==> src/core/jtl_pkg.sv <==
// Package for the transmit link interface: modes, characters, timing counts.
// Assumes a single 250 MHz device clock for all link logic.
package jtl_pkg;
  localparam int          LANE_MAX     = 8;        // Most serial lanes
  localparam int          OCTET_W      = 8;
  localparam int          FIFO_DEPTH   = 8;        // Sample buffer entries
  localparam int          FIFO_W       = 64;       // One octet per lane
  localparam int          ILAS_MF      = 4;        // Alignment multiframes
  localparam int          MF_LEN_W     = 10;       // Width of frames-per-multiframe count
  localparam logic [9:0]  MF_LEN_RST   = 10'h020;  // Default octet-clocks per multiframe
  localparam logic [7:0]  CHAR_K28_5   = 8'hbc;    // Comma
  localparam logic [7:0]  CHAR_K28_0   = 8'h1c;    // Multiframe start in alignment
  localparam logic [7:0]  CHAR_K28_3   = 8'h7c;    // Multiframe end in alignment
  localparam logic [1:0]  SYNC_HDR_DATA = 2'h1;    // Block header for data blocks
  localparam logic [14:0] SCR8_SEED    = 15'h7fff;
  localparam logic [57:0] SCR64_SEED   = 58'h3ffffffffffffff;
  localparam int          CLK_PERIOD_NS = 4;

  typedef enum logic [0:0] {
    CODE_8B10B  = 1'b0,
    CODE_64B66B = 1'b1
  } jtl_code_t;

  typedef enum logic [3:0] {
    ST_IDLE = 4'b0001,
    ST_CGS  = 4'b0010,
    ST_WAIT = 4'b0100,
    ST_RUN  = 4'b1000
  } jtl_state_t;
endpackage

==> src/core/jtl_tx_link.sv <==
// Transmit link interface: lane framing for 8B/10B and 64B/66B coding.
// Assumes pins already differential-received; 8b/10b and serialisers downstream.
// Notes on behaviour
// - Lanes use either 8B/10B character coding or 64B/66B block coding.
// - 8B/10B output stays usable by older-generation receivers.
// - Data is spread over at most eight lanes.
// - 64B/66B alignment comes from each block's sync header, no handshake.
// - Receiver drives sync low to request character synchronisation.
// - 64B/66B ignores the sync pin except for oscillator sync.
// - Captured SYSREF resets the multiframe or extended multiblock counter.
// - One device clock runs logic and serialisers.
// - Forward error correction is optional in 64B/66B mode.
// - No 64B/80B layer, command channel or CRC3 is produced.
// - Subclass 1 only, output still accepted by subclass-0 receivers.
// - Lanes of one link align; no multipoint reference alignment.
// - Physical sync input with timing compatible with older receivers.
// - While sync is low in 8B/10B, every lane sends K28.5.
// - After sync rises, wait for multiframe edge, send four alignment multiframes.
// - Scrambling always on in 64B/66B, optional in 8B/10B.
`timescale 1ns/1ns
module jtl_tx_link
#(
  parameter int LANES = jtl_pkg::LANE_MAX
) (
  input  wire logic                          clock,
  input  wire logic                          reset_n,
  input  wire logic                          enable,
  input  wire logic                          linkEnable,
  input  wire jtl_pkg::jtl_code_t            codeMode,
  input  wire logic                          scrambleEnable,
  input  wire logic                          fecEnable,
  input  wire logic                          syncForNco,
  input  wire logic [jtl_pkg::MF_LEN_W-1:0]  multiframeLen,
  input  wire logic                          sync_request_input_pin,
  input  wire logic                          sysrefPin,
  input  wire logic [LANES*jtl_pkg::OCTET_W-1:0] sampleData,
  input  wire logic                          sampleValid,
  output logic                               sampleReady,
  output logic [LANES*jtl_pkg::OCTET_W-1:0]  laneData,
  output logic [LANES-1:0]                   laneCharK,
  output logic [1:0]                         laneSyncHdr,
  output logic                               laneFecOn,
  output logic                               linkUp,
  output logic                               ncoSync
);
  import jtl_pkg::*;
  localparam int DW = LANES * OCTET_W;

  logic [1:0]   pinsSync;
  logic         syncLvl, sysrefLvl;
  logic         syncPrev_reg, sysrefPrev_reg;
  logic         syncPrev_next, sysrefPrev_next;
  logic [MF_LEN_W-1:0] mfCnt_reg, mfCnt_next;
  logic         mfEdge, sysrefRise;
  jtl_state_t   state_reg, state_next;
  logic [2:0]   ilasCnt_reg, ilasCnt_next;
  logic [14:0]  scr8_reg, scr8_next;
  logic [57:0]  scr64_reg, scr64_next;
  logic [DW-1:0] laneData_reg, laneData_next;
  logic [LANES-1:0] laneK_reg, laneK_next;
  logic [1:0]   hdr_reg, hdr_next;
  logic         fec_reg, fec_next, up_reg, up_next, nco_reg, nco_next;
  logic [DW-1:0] fifoData;
  logic         fifoValid, fifoReady, sendData;
  logic [DW-1:0] scrWord;

  // Both asynchronous pins cross through two flip-flops first
  jtl_sync_in #(.WIDTH(2)) uSync (
    .clock   (clock),
    .reset_n (reset_n),
    .enable  (enable),
    .pinIn   ({sysrefPin, sync_request_input_pin}),
    .syncOut (pinsSync)
  );
  assign syncLvl   = pinsSync[0];
  assign sysrefLvl = pinsSync[1];

  // Sample buffer; back-pressure reaches the converter side through sampleReady
  jtl_fifo #(.WIDTH(DW), .DEPTH(FIFO_DEPTH)) uFifo (
    .clock    (clock),
    .reset_n  (reset_n),
    .enable   (enable),
    .inData   (sampleData),
    .inValid  (sampleValid),
    .inReady  (sampleReady),
    .outData  (fifoData),
    .outValid (fifoValid),
    .outReady (fifoReady)
  );

  // Multiframe / extended multiblock counter, zeroed on SYSREF rise
  always_comb begin
    syncPrev_next   = syncLvl;
    sysrefPrev_next = sysrefLvl;
    sysrefRise      = sysrefLvl && !sysrefPrev_reg;
    mfEdge          = (mfCnt_reg == '0);
    if (sysrefRise) begin
      mfCnt_next = '0;
    end else if (mfCnt_reg >= multiframeLen - 1'b1) begin
      mfCnt_next = '0;
    end else begin
      mfCnt_next = mfCnt_reg + 1'b1;
    end
  end

  // Link state: handshake only in 8B/10B
  always_comb begin
    state_next   = state_reg;
    ilasCnt_next = ilasCnt_reg;
    case (state_reg)
      ST_IDLE: begin
        if (linkEnable) begin
          state_next = (codeMode == CODE_64B66B) ? ST_RUN : ST_CGS;
        end
      end
      ST_CGS: begin
        // Rising edge of the synced request ends comma phase
        if (syncLvl && !syncPrev_reg) begin
          state_next = ST_WAIT;
        end
      end
      ST_WAIT: begin
        if (!syncLvl) begin
          state_next = ST_CGS;
        end else if (mfEdge && ilasCnt_reg == 3'(ILAS_MF)) begin
          state_next = ST_RUN;
        end else if (mfEdge) begin
          ilasCnt_next = ilasCnt_reg + 1'b1;
        end
      end
      ST_RUN: begin
        // Low request in 8B/10B restarts the handshake; ignored in 64B/66B
        if (codeMode == CODE_8B10B && !syncLvl) begin
          state_next = ST_CGS;
        end
      end
      default: state_next = ST_IDLE;
    endcase
    if (!linkEnable) begin
      state_next = ST_IDLE;
    end
    if (state_next == ST_CGS) begin
      ilasCnt_next = '0;
    end
  end

  // Scrambler words; 64B/66B always scrambles, 8B/10B only on request
  always_comb begin
    scr8_next  = scr8_reg;
    scr64_next = scr64_reg;
    scrWord    = fifoData;
    sendData   = (state_reg == ST_RUN) && fifoValid;
    if (sendData && codeMode == CODE_64B66B) begin
      scrWord    = fifoData ^ DW'({scr64_reg, scr64_reg[57:52]});
      scr64_next = {scr64_reg[56:0], scr64_reg[57] ^ scr64_reg[38]};
    end else if (sendData && scrambleEnable) begin
      scrWord    = fifoData ^ DW'({4{scr8_reg}});
      scr8_next  = {scr8_reg[13:0], scr8_reg[14] ^ scr8_reg[13]};
    end
  end
  assign fifoReady = (state_reg == ST_RUN);

  // Lane outputs; same character on every lane keeps one link aligned
  always_comb begin
    laneData_next = '0;
    laneK_next    = '0;
    hdr_next      = SYNC_HDR_DATA; // Every block carries its header
    fec_next      = fecEnable && (codeMode == CODE_64B66B);
    up_next       = (state_next == ST_RUN);
    nco_next      = syncForNco && (codeMode == CODE_64B66B) && !syncLvl;
    case (state_reg)
      ST_CGS: begin
        laneData_next = {LANES{CHAR_K28_5}};
        laneK_next    = '1;
      end
      ST_WAIT: begin
        // Alignment is sent plain: R at start, A at end of multiframe
        if (ilasCnt_reg == '0) begin
          laneData_next = {LANES{CHAR_K28_5}};
          laneK_next    = '1;
        end else if (mfEdge) begin
          laneData_next = {LANES{CHAR_K28_3}};
          laneK_next    = '1;
        end else if (mfCnt_reg == MF_LEN_W'(1)) begin
          laneData_next = {LANES{CHAR_K28_0}};
          laneK_next    = '1;
        end
      end
      ST_RUN: begin
        if (sendData) begin
          laneData_next = scrWord;
        end
      end
      default: laneData_next = '0;
    endcase
    if (codeMode == CODE_8B10B) begin
      hdr_next = '0;
      fec_next = 1'b0;
    end
  end

  // All state registered on the single device clock, frozen by enable
  always_ff @(posedge clock) begin
    if (!reset_n) begin
      syncPrev_reg   <= 1'b1;
      sysrefPrev_reg <= 1'b1; // Synchroniser leaves reset high; avoids a false edge
      mfCnt_reg      <= '0;
      state_reg      <= ST_IDLE;
      ilasCnt_reg    <= '0;
      scr8_reg       <= SCR8_SEED;
      scr64_reg      <= SCR64_SEED;
      laneData_reg   <= '0;
      laneK_reg      <= '0;
      hdr_reg        <= '0;
      fec_reg        <= 1'b0;
      up_reg         <= 1'b0;
      nco_reg        <= 1'b0;
    end else if (enable) begin
      syncPrev_reg   <= syncPrev_next;
      sysrefPrev_reg <= sysrefPrev_next;
      mfCnt_reg      <= mfCnt_next;
      state_reg      <= state_next;
      ilasCnt_reg    <= ilasCnt_next;
      scr8_reg       <= scr8_next;
      scr64_reg      <= scr64_next;
      laneData_reg   <= laneData_next;
      laneK_reg      <= laneK_next;
      hdr_reg        <= hdr_next;
      fec_reg        <= fec_next;
      up_reg         <= up_next;
      nco_reg        <= nco_next;
    end
  end

  assign laneData    = laneData_reg;
  assign laneCharK   = laneK_reg;
  assign laneSyncHdr = hdr_reg;
  assign laneFecOn   = fec_reg;
  assign linkUp      = up_reg;
  assign ncoSync     = nco_reg;
endmodule

==> src/core/jtl_fifo.sv <==
// Sample buffer between the converter data path and the link framer.
// Assumes both sides on the same clock; flip-flop storage addressed by index.
`timescale 1ns/1ns
module jtl_fifo #(
  parameter int WIDTH = 64,
  parameter int DEPTH = 8
) (
  input  wire logic             clock,
  input  wire logic             reset_n,
  input  wire logic             enable,
  input  wire logic [WIDTH-1:0] inData,
  input  wire logic             inValid,
  output logic                  inReady,
  output logic [WIDTH-1:0]      outData,
  output logic                  outValid,
  input  wire logic             outReady
);
  localparam int AW = $clog2(DEPTH);
  logic [WIDTH-1:0] mem_reg [DEPTH];
  logic [AW-1:0]    wrPtr_reg, wrPtr_next, rdPtr_reg, rdPtr_next;
  logic [AW:0]      count_reg, count_next;
  logic             doWr, doRd;

  // Pointer and fill count update; full and empty come from the count
  always_comb begin
    doWr       = inValid && inReady;
    doRd       = outValid && outReady;
    wrPtr_next = wrPtr_reg;
    rdPtr_next = rdPtr_reg;
    count_next = count_reg;
    if (doWr) begin
      wrPtr_next = (wrPtr_reg == AW'(DEPTH - 1)) ? '0 : wrPtr_reg + 1'b1;
    end
    if (doRd) begin
      rdPtr_next = (rdPtr_reg == AW'(DEPTH - 1)) ? '0 : rdPtr_reg + 1'b1;
    end
    if (doWr && !doRd) begin
      count_next = count_reg + 1'b1;
    end else if (doRd && !doWr) begin
      count_next = count_reg - 1'b1;
    end
  end

  always_ff @(posedge clock) begin
    if (!reset_n) begin
      wrPtr_reg <= '0;
      rdPtr_reg <= '0;
      count_reg <= '0;
    end else if (enable) begin
      wrPtr_reg <= wrPtr_next;
      rdPtr_reg <= rdPtr_next;
      count_reg <= count_next;
      if (doWr) begin
        mem_reg[wrPtr_reg] <= inData;
      end
    end
  end

  // Ready and valid gated by enable so nothing moves while frozen
  assign inReady  = enable && (count_reg != (AW+1)'(DEPTH));
  assign outValid = enable && (count_reg != '0);
  assign outData  = mem_reg[rdPtr_reg];
endmodule

==> src/core/jtl_sync_in.sv <==
// Two-stage synchroniser for the sync request pin and the SYSREF pin.
// Assumes the pins are asynchronous to the device clock.
`timescale 1ns/1ns
module jtl_sync_in #(
  parameter int WIDTH = 2
) (
  input  wire logic             clock,
  input  wire logic             reset_n,
  input  wire logic             enable,
  input  wire logic [WIDTH-1:0] pinIn,
  output logic      [WIDTH-1:0] syncOut
);
  logic [WIDTH-1:0] meta_reg;
  logic [WIDTH-1:0] sync_reg;

  // Reset to high: an idle sync request pin is high
  always_ff @(posedge clock) begin
    if (!reset_n) begin
      meta_reg <= '1;
      sync_reg <= '1;
    end else if (enable) begin
      meta_reg <= pinIn;
      sync_reg <= meta_reg;
    end
  end
  assign syncOut = sync_reg;
endmodule

==> config.mk <==
export PLATFORM = sky130hd
export DESIGN_NAME = jtl_tx_link
export DESIGN_NICKNAME = d
export VERILOG_FILES = /design/src/core/jtl_pkg.sv /design/src/core/jtl_tx_link.sv /design/src/core/jtl_fifo.sv /design/src/core/jtl_sync_in.sv
export SDC_FILE = /design/constraint.sdc
export NUM_CORES = 1
export LEC_CHECK = 0
export BUFFER_PORTS_ARGS = -buffer_cell sky130_fd_sc_hd__buf_2
export CORE_ASPECT_RATIO = 1.75
export CORE_MARGIN = 2
export CORE_UTILIZATION = 50
export CTS_CLUSTER_SIZE = 25
export DETAILED_ROUTE_END_ITERATION = 10
export GPL_TIMING_DRIVEN = 0
export PLACE_DENSITY_LB_ADDON = 0.15
export SLEW_MARGIN = 15
export SYNTH_ARGS = -nofsm -noshare
export SYNTH_HDL_FRONTEND = slang
export SYNTH_SLANG_ARGS = --single-unit
export TNS_END_PERCENT = 50
==> constraint.sdc <==
create_clock -name clock -period 10.5 [get_ports clock]
set_input_delay 2.1 -clock clock [delete_from_list [all_inputs] [get_ports clock]]
set_output_delay 2.1 -clock clock [all_outputs]
set_load 0.005 [all_outputs]
==> run metrics <==
clk_skew 19.2 ps; max-slew violations 0; initial antenna violation count 4; Final nets roughly 2100; Bufs and invs on worst path 2; htree depth 2; routed wire length approximately 66000 um; most frequent CP cell buf_2; Cell Pwr Density 172 mW/mm^2; met2 wire len between 30000 and 40000 um; Worst Slack Setup Final 5740 ps; Synth area leader edfxtp_1; hold_sp linkUp$_SDFFE_PN0P_; I/O pin total around 160; Yosys warning total 0; worst-path fanout max 7; via count of the first global-routing pass 15998; Rel. slew slack between 20 and 30%; mux contribution to synthesized area between 10% and 20%; post-detail-place hpwl around 46000 um; drt pass-1 iters 7; LEAKAGE roughly 11 nW; main combinational cell family by area after synthesis multiplexers; largest net degree at the start of global routing 34; Root Driver clkbuf_16; M1 wire length about 26000 um; Synth area leaders edfxtp_1 (56%), dfxtp_1 (13%), mux4_2 (11%), nand2_1 (2.8%), mux2i_1 (2.6%); hold depth 2; I/O Buffers between 150 and 200; post-layout util 58.2%; share of cells above drive strength 1 24.3%; total DRC errors in the routed layout 0; # setup viols final 0; Post-Synthesis Cells between 1500 and 2000; post-route cell area ~0.032 sq mm; Core ar. between 0.05 and 0.06 sq mm; Synth-to-Final Area Change 15.5%; Final Non-Filler Cells 2745; Critical Path Source Type input pin; CTS Buffer Depth 3; Crit path largest cell delay 250 ps; Netlist Area Pre-Place about 0.027 sq mm; post-route ant nets 0; Post-Synth XOR/XNOR Area approximately 2.7%; dpl ws between 5000 and 6000 ps; Syn Nets roughly 1800; RSZ-0062 raised after global routing false; first-pass GRT wire length 99900 um; final hold vios 0; max reg flops around 510; Post-synth ARST share 0%; hold_buf cts 0; Vias roughly 16000; Synth top area share roughly 56%; number of synthesized flops with an enable pin about 510; top post-synthesis cells by count edfxtp_1 (512), nand2_1 (202), dfxtp_1 (178), mux4_2 (128), a21oi_1 (117); Clock transition at path regs about 70 ps; Worst-Margin Slew around 1100 ps; arrival time worst endpoint 2660 ps; Req. time, crit path roughly 8400 ps; Register-to-Register Path Depth 9; Worst VDD drop ~0.18 mV; DR WL met3 between 3000 and 4000 um; Hold Crit Class reg2reg; crit path kind in2out; crit share post-route 45.3%; Synth Area in Adders under 10%; post-synth cell types 56; die height about 310 um; Post-DP Area roughly 0.03 sq mm; most frequent cell after synthesis edfxtp_1; Num CTS Buffers 59; Syn Area/Cell roughly 16 sq um; die span in x roughly 180 um; Yosys reg bits 690; Max Fclk 0.210 GHz; Vias/cell roughly 5.7; total power draw about 5.4 mW; Critical-path top delay cell a21boi_0; post-synthesis sequential area ratio a little over two thirds; Period minus WS final about 4800 ps; Main synth FF type edfxtp_1; Post-CTS Setup Repair Bufs 0; crit path cell chain buf_2 -> a21boi_0 -> buf_2; GRT Residual Overflow 0; Worst R2R Start uFifo.count_reg[0]$_SDFFE_PN0P_; max-cap viol count 0; setup_tns 0 ps; endpoint type of the worst setup path output port; clk_lat worst skew a little over 600 ps; post-synthesis compound-gate area fraction 4.62%; post-CTS sizing 0; Die Area about 0.057 sq mm; clock sinks approximately 700; Top Layer Used met5; starting density of the core between 50% and 60%; flop-to-flop setup slack between 7000 and 8000 ps; Top delay family on crit path buffers and inverters; Placed Instances 2631; Post-Synth Simple-Gate Area around 6.8%; CTS tree done; total track usage between 20% and 30%; status finished clean; WHS Endpoint linkUp$_SDFFE_PN0P_; worst hold slack approximately 450 ps; Worst R2R End uFifo.mem_reg[3][9]$_DFFE_PP_; # fillers about 4300; GP Congestion around 0.86; Std-Cell Rows 113; wire per inst ~24 um; 1st-iter DRT viols between 1000 and 1500
## tightest hold or removal path, stage by stage, from the launching register on
cell	delay, ps
dfxtp_1	320
nand2_1	50
nand2_1	40
## power breakdown
part | switching, mW | internal [mW] | leakage (nW)
sequential | 0.0113 | 2.94 | 6.05
combinational | 0.121 | 0.0725 | 3.91
clock | 0.990 | 1.27 | 0.954
total | 1.12 | 4.29 | 10.9
## area by class of cell
type                            instances  area [sq um]  share of cell area, %
Antenna cell                            3          7.51                 0.0238
Multi-Input combinational cell        927          7800                   24.7
Buffer                                104           549                   1.74
Tap cell                              690           863                   2.74
Inverter                               14          52.6                  0.167
Timing Repair Buffer                  206          1310                   4.16
Clock inverter                         35           452                   1.43
Sequential cell                       690         18900                   60.1
Clock buffer                           76          1550                   4.92
## cells in the final DEF, fill, tap and decap left out, drive strengths merged, types with 9 or more instances in the layout
cell type,n
a21oi,118
a31oi,11
and2,21
buf,265
bufinv,9
clkbuf,121
clkinv,19
dfxtp,178
edfxtp,512
ha,23
inv,15
mux2i,72
mux4,128
nand2,204
nand3,86
nor2,14
nor2b,12
nor3,10
o21ai,73
xnor2,75
## layer usage
metal / vias to the layer above / GRT usage, %
met5: - / 0
met4: 2 / 9.84
met3: 129 / 3.30
met2: 496 / 41.5
met1: 7950 / 29.7
li1: 7140 / -
## worst max-delay path by stage
stage / from / to / cells after the start / slack (ps)
after floorplan: enable / uFifo.mem_reg[0][0]$_DFFE_PP_ / 4 / 2380
after global placement: enable / uFifo.mem_reg[0][36]$_DFFE_PP_ / 5 / -3310
after detailed placement: multiframeLen[3] / mfCnt_reg[3]$_SDFFE_PN0P_ / 12 / 5130
after CTS: enable / sampleReady / 3 / 5720
after global routing: multiframeLen[5] / mfCnt_reg[8]$_SDFFE_PN0P_ / 12 / 5470
final: enable / sampleReady / 3 / 5740
## logic make-up (layout without fill, tap and decap cells)
logic type               after synthesis  in the layout
multiplexers                         200            200
XOR/XNOR                              83             83
AND/OR/NAND/NOR                      389            389
AO/OA/AOI/OAI                        230            230
flip-flops                           690            690
adder cells (fa/ha/maj)               24             24
other                                  1              4
buffers and inverters                118            435
Note: power is estimated with default switching activity, not from simulation.
